## config.mk

```make
export PLATFORM = sky130hd
export DESIGN_NAME = supply_supervisor_watchdog_reset
export DESIGN_NICKNAME = d
export VERILOG_FILES = /design/src/shared/supervisor_pkg.sv /design/src/design/pin_synchroniser.sv /design/src/design/supply_supervisor_watchdog_reset.sv
export VERILOG_INCLUDE_DIRS = /design/src /design/src/shared
export SDC_FILE = /design/constraint.sdc
export NUM_CORES = 1
export LEC_CHECK = 0
export BUFFER_PORTS_ARGS = -buffer_cell sky130_fd_sc_hd__buf_2
export CORE_UTILIZATION = 45
export CTS_CLUSTER_SIZE = 28
export DETAILED_ROUTE_END_ITERATION = 6
export PLACE_DENSITY = 0.71
export REMOVE_ABC_BUFFERS = 1
export SYNTH_ARGS = -nofsm -noshare
export SYNTH_HDL_FRONTEND = slang
export SYNTH_SLANG_ARGS = --single-unit
```

## constraint.sdc

```tcl
create_clock -name CLOCK -period 3.7 [get_ports CLOCK]
set_input_delay 0.555 -clock CLOCK [delete_from_list [all_inputs] [get_ports CLOCK]]
set_output_delay 0.555 -clock CLOCK [all_outputs]
set_load 0.1 [all_outputs]
```

## src/shared/supervisor_params.svh

```systemverilog
// Timing constants and reset values of the supply supervisor with watchdog.
`ifndef SUPERVISOR_PARAMS_SVH
`define SUPERVISOR_PARAMS_SVH

// ****************************************
// Clock
// ****************************************
`define CLK_PERIOD_NS            50

// ****************************************
// Times as specified
// ****************************************
`define RESET_HOLD_PERIOD_MS     200
`define WATCHDOG_TIMEOUT_MS      1600
`define UNDERVOLTAGE_DELAY_NS    20000
`define MANUAL_RESET_NOISE_NS    100

// ****************************************
// Times in clock cycles
// ****************************************
`define RESET_HOLD_CYCLES        ((`RESET_HOLD_PERIOD_MS * 1000000) / `CLK_PERIOD_NS)
`define WATCHDOG_TIMEOUT_CYCLES  ((`WATCHDOG_TIMEOUT_MS * 1000000) / `CLK_PERIOD_NS)
`define UNDERVOLTAGE_CYCLES      (`UNDERVOLTAGE_DELAY_NS / `CLK_PERIOD_NS)
`define MANUAL_RESET_CYCLES      ((`MANUAL_RESET_NOISE_NS + `CLK_PERIOD_NS - 1) / `CLK_PERIOD_NS + 1)

// ****************************************
// Reset values of the pin synchroniser
// ****************************************
`define PIN_RESET_VALUE          3'h6

`endif

```

## src/shared/supervisor_pkg.sv

```systemverilog
// Types shared by the supply supervisor files.
package supervisor_pkg;

   typedef logic [25:0] cnt_t;

   typedef struct packed {
      logic undervoltage;
      logic manual_reset_n;
      logic strobe;
   } pins_s;

   typedef enum logic [1:0] {
      ST_ASSERT = 2'b00,
      ST_HOLD   = 2'b01,
      ST_RUN    = 2'b10
   } state_e;

endpackage

```

## src/design/pin_synchroniser.sv

```systemverilog
// Three-stage synchroniser for the asynchronous supervisor pins.
`timescale 1ns/100ps
`include "supervisor_params.svh"

module pin_synchroniser (
   input  wire logic                  clk,   // System clock.
   input  wire logic                  rst,   // Synchronous reset, active high.
   input  wire supervisor_pkg::pins_s pins,  // Raw pin levels.
   output supervisor_pkg::pins_s      level  // Agreed levels.
);

   supervisor_pkg::pins_s s1_q;
   supervisor_pkg::pins_s s2_q;
   supervisor_pkg::pins_s s3_q;
   supervisor_pkg::pins_s level_q;

   always_ff @(posedge clk) begin
      if (rst) begin
         s1_q <= `PIN_RESET_VALUE;
         s2_q <= `PIN_RESET_VALUE;
         s3_q <= `PIN_RESET_VALUE;
      end else begin
         s1_q <= pins;
         s2_q <= s1_q;
         s3_q <= s2_q;
      end
   end

   // A bit changes only once the second and third stages agree.
   always_ff @(posedge clk) begin
      if (rst) begin
         level_q <= `PIN_RESET_VALUE;
      end else begin
         for (int i = 0; i < 3; i++) begin
            if (s2_q[i] == s3_q[i]) begin
               level_q[i] <= s3_q[i];
            end
         end
      end
   end

   assign level = level_q;

endmodule

```

## src/design/supply_supervisor_watchdog_reset.sv

```systemverilog
// Supply supervisor: undervoltage, manual and watchdog reset timing.
// Behaviour
// RL1: Reset outputs stay asserted while the supply is below its trip level.
// RL2: After supply recovery, reset is held at least 140 ms.
// RL3: Reset hold period lies between 140 and 400 ms, nominally 200 ms.
// RL4: Reset asserts about 20 us after the supply drops below trip.
// RL5: Reset is issued when the strobe does not change before timeout.
// RL6: Watchdog timeout lies between 1.12 s and 3.20 s, nominally 1.60 s.
// RL7: A floating strobe pin is serviced internally, disabling the watchdog.
// RL8: Where manual reset is fitted, driving it low starts a reset.
// RL9: Reset asserts within 5 us of manual reset going low.
// RL10: Manual reset low pulses of about 100 ns or less are ignored.
// RL11: An active-low push-pull reset output is low while reset is active.
// RL12: An active-high reset output is the complement of the active-low one.
// RL13: Watchdog timing starts only once the reset outputs go inactive.
// RL14: Each strobe edge before expiry clears the watchdog and restarts it.
// RL15: Watchdog expiry gives a full hold period, then watchdog timing restarts.
// RL16: The hold period after manual reset starts when the input returns high.
// RL17: All three inputs are synchronised to the clock before use.
// RL18: The processor toggles the strobe well inside the minimum timeout.
`timescale 1ns/100ps
`include "supervisor_params.svh"

module supply_supervisor_watchdog_reset #(
   parameter supervisor_pkg::cnt_t HOLD_CYCLES     = supervisor_pkg::cnt_t'(`RESET_HOLD_CYCLES),
   parameter supervisor_pkg::cnt_t WATCHDOG_CYCLES = supervisor_pkg::cnt_t'(`WATCHDOG_TIMEOUT_CYCLES),
   parameter bit                   MANUAL_PRESENT  = 1'b1
) (
   input  wire logic CLOCK,                 // 20 MHz clock.
   input  wire logic RST,                   // Synchronous reset, active high.
   input  wire logic UNDERVOLTAGE,          // Comparator flag, high when supply is below trip.
   input  wire logic MANUAL_RESET_N_INPUT,  // Manual reset, active low.
   input  wire logic WATCHDOG_STROBE_INPUT, // Watchdog strobe from the processor.
   output logic      RESET_N,               // Reset output, active low.
   output logic      RESET,                 // Reset output, active high.
   output logic      WATCHDOG_PULL_HIGH     // Weak pull level for the strobe pin.
);

   localparam supervisor_pkg::cnt_t UV_CYCLES = supervisor_pkg::cnt_t'(`UNDERVOLTAGE_CYCLES);
   localparam supervisor_pkg::cnt_t MR_CYCLES = supervisor_pkg::cnt_t'(`MANUAL_RESET_CYCLES);
   localparam supervisor_pkg::cnt_t PULL_FROM = supervisor_pkg::cnt_t'(WATCHDOG_CYCLES
                                                - (WATCHDOG_CYCLES >> 3));

   // Saturating filter step: counts while the condition holds, clears otherwise.
   function automatic supervisor_pkg::cnt_t filter_step(input logic cond,
                                                         input supervisor_pkg::cnt_t cnt,
                                                         input supervisor_pkg::cnt_t limit);
      if (!cond) begin
         filter_step = '0;
      end else if (cnt < limit) begin
         filter_step = cnt + 26'h0000001;
      end else begin
         filter_step = cnt;
      end
   endfunction

   supervisor_pkg::pins_s  raw;
   supervisor_pkg::pins_s  lvl;
   supervisor_pkg::state_e state_q;
   supervisor_pkg::cnt_t   uv_cnt_q;
   supervisor_pkg::cnt_t   mr_cnt_q;
   supervisor_pkg::cnt_t   hold_cnt_q;
   supervisor_pkg::cnt_t   wd_cnt_q;
   logic                   strobe_prev_q;
   logic                   uv_active;
   logic                   mr_active;
   logic                   strobe_edge;

   // ****************************************
   // Input synchronisation
   // ****************************************
   assign raw.undervoltage   = UNDERVOLTAGE;
   assign raw.manual_reset_n = MANUAL_RESET_N_INPUT;
   assign raw.strobe         = WATCHDOG_STROBE_INPUT;

   pin_synchroniser u_sync ( // RL17
      .clk   (CLOCK),
      .rst   (RST),
      .pins  (raw),
      .level (lvl)
   );

   // ****************************************
   // Undervoltage and manual reset filters
   // ****************************************
   always_ff @(posedge CLOCK) begin
      if (RST) begin
         uv_cnt_q <= UV_CYCLES;
      end else begin
         uv_cnt_q <= filter_step(lvl.undervoltage, uv_cnt_q, UV_CYCLES); // RL4
      end
   end

   always_ff @(posedge CLOCK) begin
      if (RST) begin
         mr_cnt_q <= '0;
      end else begin
         mr_cnt_q <= filter_step(MANUAL_PRESENT && !lvl.manual_reset_n, mr_cnt_q, MR_CYCLES); // RL10
      end
   end

   assign uv_active = lvl.undervoltage && (uv_cnt_q >= UV_CYCLES);  // RL4
   assign mr_active = !lvl.manual_reset_n && (mr_cnt_q >= MR_CYCLES); // RL8 RL9

   // ****************************************
   // Strobe edge detection
   // ****************************************
   always_ff @(posedge CLOCK) begin
      if (RST) begin
         strobe_prev_q <= 1'b0;
      end else begin
         strobe_prev_q <= lvl.strobe;
      end
   end

   assign strobe_edge = lvl.strobe ^ strobe_prev_q; // RL14

   // ****************************************
   // Reset sequencing
   // ****************************************
   always_ff @(posedge CLOCK) begin
      if (RST) begin
         state_q <= supervisor_pkg::ST_ASSERT;
      end else if (uv_active || mr_active) begin
         state_q <= supervisor_pkg::ST_ASSERT; // RL1 RL8
      end else begin
         unique case (state_q)
            supervisor_pkg::ST_ASSERT: begin
               state_q <= supervisor_pkg::ST_HOLD; // RL2 RL16
            end
            supervisor_pkg::ST_HOLD: begin
               if (hold_cnt_q >= HOLD_CYCLES - 26'h0000001) begin
                  state_q <= supervisor_pkg::ST_RUN; // RL3 RL13
               end
            end
            supervisor_pkg::ST_RUN: begin
               if (!strobe_edge && wd_cnt_q >= WATCHDOG_CYCLES - 26'h0000001) begin
                  state_q <= supervisor_pkg::ST_HOLD; // RL5 RL6 RL15
               end
            end
            default: begin
               state_q <= supervisor_pkg::ST_ASSERT;
            end
         endcase
      end
   end

   always_ff @(posedge CLOCK) begin
      if (RST || state_q != supervisor_pkg::ST_HOLD) begin
         hold_cnt_q <= '0; // RL16
      end else begin
         hold_cnt_q <= hold_cnt_q + 26'h0000001; // RL3
      end
   end

   always_ff @(posedge CLOCK) begin
      if (RST || state_q != supervisor_pkg::ST_RUN || strobe_edge) begin
         wd_cnt_q <= '0; // RL13 RL14 RL15
      end else begin
         wd_cnt_q <= wd_cnt_q + 26'h0000001; // RL6
      end
   end

   // ****************************************
   // Outputs
   // ****************************************
   always_ff @(posedge CLOCK) begin
      if (RST) begin
         RESET_N <= 1'b0;
         RESET   <= 1'b1;
      end else begin
         RESET_N <= (state_q == supervisor_pkg::ST_RUN);  // RL11
         RESET   <= (state_q != supervisor_pkg::ST_RUN);  // RL12
      end
   end

   // The pin is pulled low for the first seven eighths of the period and high for the rest.
   // An open pin follows the pull, so its own edges keep restarting the watchdog.
   always_ff @(posedge CLOCK) begin
      if (RST) begin
         WATCHDOG_PULL_HIGH <= 1'b0;
      end else begin
         WATCHDOG_PULL_HIGH <= (state_q == supervisor_pkg::ST_RUN) && (wd_cnt_q >= PULL_FROM); // RL7
      end
   end

endmodule

```

# ---- Word level (Yosys, flattened, before mapping)
# Index checks and enable logic that the tools add are counted.
dict set report word_totals {
  reg_bits 122
  word_cells 65
  romBits 0
  memories 0
  ramBits 0
  out_inout_bits 3
  latch_bits 0
}
dict set report op_classes {
  reduce_logical 15
  order_cmp 7
  n_bitwise 2
  muxes 5
  multipliers 0
  n_addsub 4
  n_shift 0
  n_eq_ne 10
  n_div 0
}
# operator count
set op_table {}
lappend op_table {{adder 26 x 1 -> 26 bit (second input constant)} 4}
lappend op_table {{greater-or-equal comparator 26 x 25 -> 1 bit (second input constant)} 2}
lappend op_table {{greater-or-equal comparator 26 x 2 -> 1 bit (second input constant)} 1}
lappend op_table {{greater-or-equal comparator 26 x 22 -> 1 bit (second input constant)} 1}
lappend op_table {{greater-or-equal comparator 26 x 9 -> 1 bit (second input constant)} 1}
lappend op_table {{< comparator 26 x 2 -> 1 bit (second input constant)} 1}
lappend op_table {{< comparator 26 x 9 -> 1 bit (second input constant)} 1}
lappend op_table {{two-way mux 9 bit} 2}
lappend op_table {{inequality test 2 bit (second input constant)} 4}
lappend op_table {{case mux 2 bit (3 select lines)} 1}
lappend op_table {{OR reduction 2 bit} 3}
lappend op_table {{logical AND 1 bit} 4}
lappend op_table {{logical OR 1 bit} 4}
lappend op_table {{two-way mux 2 bit} 2}
lappend op_table {{equality test 1 bit} 3}
lappend op_table {{equality test 2 x 1 -> 1 bit (second input constant)} 1}
lappend op_table {{equality test 2 bit (second input constant)} 1}
lappend op_table {{logical NOT 1 bit} 2}
lappend op_table {{logical NOT 2 bit} 1}
lappend op_table {{inequality test 2 x 1 -> 1 bit (second input constant)} 1}
lappend op_table {{AND reduction 2 bit} 1}
lappend op_table {{NOT 1 bit} 1}
lappend op_table {{XOR 1 bit} 1}

# ---- Longest topological paths before layout
dict set report depth {
  depth_word 5
  mapped_depth 7
}

# ---- Cells and area by module
# A second synthesis with hierarchy kept.
dict set report unflattened {
  cells_unflattened 505
  hier_area_um2 4688.2
}
# mod n_inst area_each_um2 cells_each
set by_module_without_submodules {}
lappend by_module_without_submodules {supply_supervisor_watchdog_reset 1 4331.7 474}
lappend by_module_without_submodules {pin_synchroniser 1 356.6 31}

# ---- Worst setup path after synthesis
# Ideal clock, no wire load.
dict set report synth_timing {
  kind {input port to flip-flop}
  startpoint {input RST}
  endpoint {register wd_cnt_q[17]}
  cell_stages 7
  setup_time_ns 0.117
  t_arrival_ns 1.628
  path_buffers 3
  t_required_ns 3.583
  setup_slack_ns 1.955
  path_cell_list {clkbuf_1 -> inv_1 -> nand3_1 -> or2_2 -> clkbuf_1 -> buf_2 -> nor2_1}
}
dict set report synth_via {
  elab_chain_len 2
}
# element line_no
set synth_lines {}
lappend synth_lines {{start: declaration} supply_supervisor_watchdog_reset.sv:30} ;# input wire logic RST,
lappend synth_lines {{logical OR 1 bit (2 in a row)} supply_supervisor_watchdog_reset.sv:157} ;# if (RST || state_q != supervisor_pkg::ST_RUN || strobe_edge) begin
lappend synth_lines {{end signal: assignment} supply_supervisor_watchdog_reset.sv:160} ;# wd_cnt_q <= wd_cnt_q + 26'h0000001;
lappend synth_lines {{end: declaration} supply_supervisor_watchdog_reset.sv:63} ;# supervisor_pkg::cnt_t wd_cnt_q;
# No other way between the ends.
# A chain may end at the register's enable or synchronous reset.

# ---- Worst setup path in the final report
dict set report layout_timing {
  startpoint {register uv_cnt_q[12]}
  endpoint {register uv_cnt_q[5]}
}
dict set report layout_via {
  elab_chain_len 1
}
# element line_no
set layout_lines {}
lappend layout_lines {{start: declaration} supply_supervisor_watchdog_reset.sv:60} ;# supervisor_pkg::cnt_t uv_cnt_q;
lappend layout_lines {{start signal: assignment} supply_supervisor_watchdog_reset.sv:90} ;# uv_cnt_q <= filter_step(lvl.undervoltage, uv_cnt_q, UV_CYCLES);
lappend layout_lines {{< comparator 26 x 9 -> 1 bit} supply_supervisor_watchdog_reset.sv:50} ;# end else if (cnt < limit) begin
# No other way between the ends.

==> impl_metrics.ini <==
[sta]
hold_viol = 0
whs_ns = 0.2236
fin_skew_ns = 0.007438
slew_viol_final = 0
worst_pin_slew_ns = 0.9852
finalSetupTns_ns = 0
period_share = 0.5263
layout_setup_ws_ns = 1.753
setup_violations = 0
period_needed_ns = 1.947
rsz0062_at_grt = false
fmax_mhz = 513.6
max_slew_margin = 0.3408

[clock_network]
cts-root-buf = clkbuf_8
cts_tree = built
htree_levels = 4
cts_setup_buffers = 0
insertion_delay_ns = 0.51
cts-buffers-inserted = 17
clkTransAtPathRegs_ns = 0.06
ctsHoldBuffers = 0
cts_resized = 0
cts_sinks = 122
cts_buffer_depth = 2

[layout]
diodes = 0
fill_cells = 914
num-nets-final = 524
final_cells = 662
area_growth_pct = 14.86
drive_above_1_share = 0.1065

[power]
power_density_nw_per_um2 = 541.5
finalPower_w = 0.002944
cellLeakagePower_nw = 2.009
peakVddDrop_mv = 0.2965

[placement]
port_buffers = 7
placed_cells = 630
dp_slack_ns = 1.449
hpwl_um = 5225
routabilityCongestion = 0.8089

[hold_path]
whs_endpoint = u_sync.s1_q[1]$_SDFF_PP1_
hold_start = MANUAL_RESET_N_INPUT
hold_depth = 2
hold_class = input port to flip-flop

[synthesis]
yosysMostFrequentCell = dfxtp_1
synth_cell_types = 46
synthTopCellsByCount = dfxtp_1, nor2_1, xor2_1
synth_top_flop_cell = dfxtp_1
synth-async-reset-ratio = 0
syn_inst = 508
synth_edf_count = 0
syn_avg_cell_area_sq_um = 9.318
synth_seq_area_share = 0.5160
synth_top_area_cell = dfxtp_1
yosys_warnings = 0
ys_seq_elements = 122
synth_top_area_share = 0.5160
synthTopCellsByArea = dfxtp_1, xor2_1, nor2_1
synth_area_sq_um = 4733

[global_route]
antenna_found_initial = 0
grt_usage = 0.1634
grt_pass1_vias = 3194
grt_overflow_total = 0
grt_first_pass_wirelength_um = 14430
grt_start_max_net_pins = 27

[outcome]
status = finished clean

[setup_path]
ff2ff_path_depth = 5
rrSetupSlack_ns = 1.75
end_kind = flip-flop
startpoint_type = flip-flop
regToRegEndpoint = uv_cnt_q[5]$_SDFFE_PP0N_
cp.arrival_ns = 2.34
reg2reg_from = uv_cnt_q[12]$_SDFFE_PP0N_
critPathRequiredTime_ns = 4.10
crit_type = flip-flop to flip-flop
crit_path_max_fanout = 6

[detailed_routing]
ant_nets = 0
drt_wl_total_um = 8030
drt-initial-drc-count = 154
drc = 0
wl_per_cell_um = 12.13
drt_pass1_iterations = 4
vias_per_cell = 5.119
vias = 3389

[floorplanning]
die_w_um = 104.6
dieArea_sq_um = 10930
start_util = 0.4606
ios = 8
fp.coreArea_sq_um = 10280
die_height_um = 104.6
row_count = 37

[flow_run]
cap_violations = 0
[how the worst max path moves through the flow]
stage	start	to	slack, ns
6_report	uv_cnt_q[12]$_SDFFE_PP0N_	uv_cnt_q[5]$_SDFFE_PP0N_	1.75
3_5_place_dp	RST	wd_cnt_q[23]$_SDFF_PP0_	1.45
5_1_grt	uv_cnt_q[20]$_SDFFE_PP0N_	uv_cnt_q[5]$_SDFFE_PP0N_	1.53
2_1_floorplan	wd_cnt_q[15]$_SDFF_PP0_	state_q[0]$_SDFFE_PP0P_	2.03
4_1_cts	hold_cnt_q[5]$_SDFF_PP0_	hold_cnt_q[25]$_SDFF_PP0_	1.76
3_3_place_gp	RST	wd_cnt_q[21]$_SDFF_PP0_	1.58
[cell families (layout without fill, tap and decap cells)]
family,count (synthesis),count (layout),synth area share
AND/OR/NAND/NOR,241,241,0.2794
flip-flops,122,122,0.5160
AO/OA/AOI/OAI,50,50,0.06476
XOR/XNOR,47,47,0.08697
buffers and inverters,41,59,0.03489
adder cells (fa/ha/maj),6,6,0.01586
multiplexers,1,1,0.002115
[critical path: stages, from the launching register on]
cell	delay [ns]
dfxtp_1	0.31
nor4_1	0.32
nand4_1	0.33
nor4_2	0.58
a31o_2	0.24
a21oi_1	0.05
[metal layers]
metal  wire (um)  global-route usage  share of wire
met5           0                   0              0
met4         120             0.05918          0.015
met3         219             0.04866          0.027
met2        3758              0.2616           0.47
met1        3930              0.2081           0.49
[final cells by class]
cell class / count / area [sq um] / share of cell area
Tap cell: 136 / 170.2 / 0.03130
Clock buffer: 18 / 427.9 / 0.07871
Multi-Input combinational cell: 345 / 2126 / 0.3910
Timing Repair Buffer: 7 / 35.03 / 0.006444
Inverter: 20 / 75.07 / 0.01381
Clock inverter: 14 / 160.2 / 0.02946
Sequential cell: 122 / 2442 / 0.4493
[power by group]
part	switching [W]	internal, W	total, W	leakage (nW)
Combinational	0.00000857	0.00000469	0.0000133	0.743
Clock	0.000620	0.000990	0.00161	0.281
Sequential	0.00000190	0.00132	0.00132	0.984
Total	0.000631	0.00231	0.00294	2.01
[metrics by stage]
stage / instance area (sq um) / utilization
global placement: 4848 / 0.4718
floorplan: 4643 / -
finish: 5436 / 0.5290
detailed placement: 4848 / 0.4718
global route: 5436 / 0.5290
CTS: 5436 / 0.5290
[cell usage in the layout (no fill, tap or decap), types with 9 or more instances in the layout]
cell type  Yosys  routed
nand3_1       16      16
nor4_1        13      13
and2_1        26      26
dfxtp_1      122     122
xnor2_1       20      20
nor2_1        60      60
clkbuf_16      0      16
nand4_1       18      18
a21oi_1       18      18
nand2_1       26      26
o21ai_0       16      16
inv_1         20      20
nor3_1        15      15
or2_2          9       9
and3_1        26      26
xor2_1        27      27
[flip-flops by register name, indices dropped and copies added (netlist names)]
signal	flops
hold_cnt_q	26
wd_cnt_q	26
u_sync.s1_q	3
uv_cnt_q	26
WATCHDOG_PULL_HIGH	1
strobe_prev_q	1
u_sync.level	3
RESET_N	1
u_sync.s2_q	3
mr_cnt_q	26
u_sync.s3_q	3
state_q	2
RESET	1
Note: power is estimated with default switching activity, not from simulation.
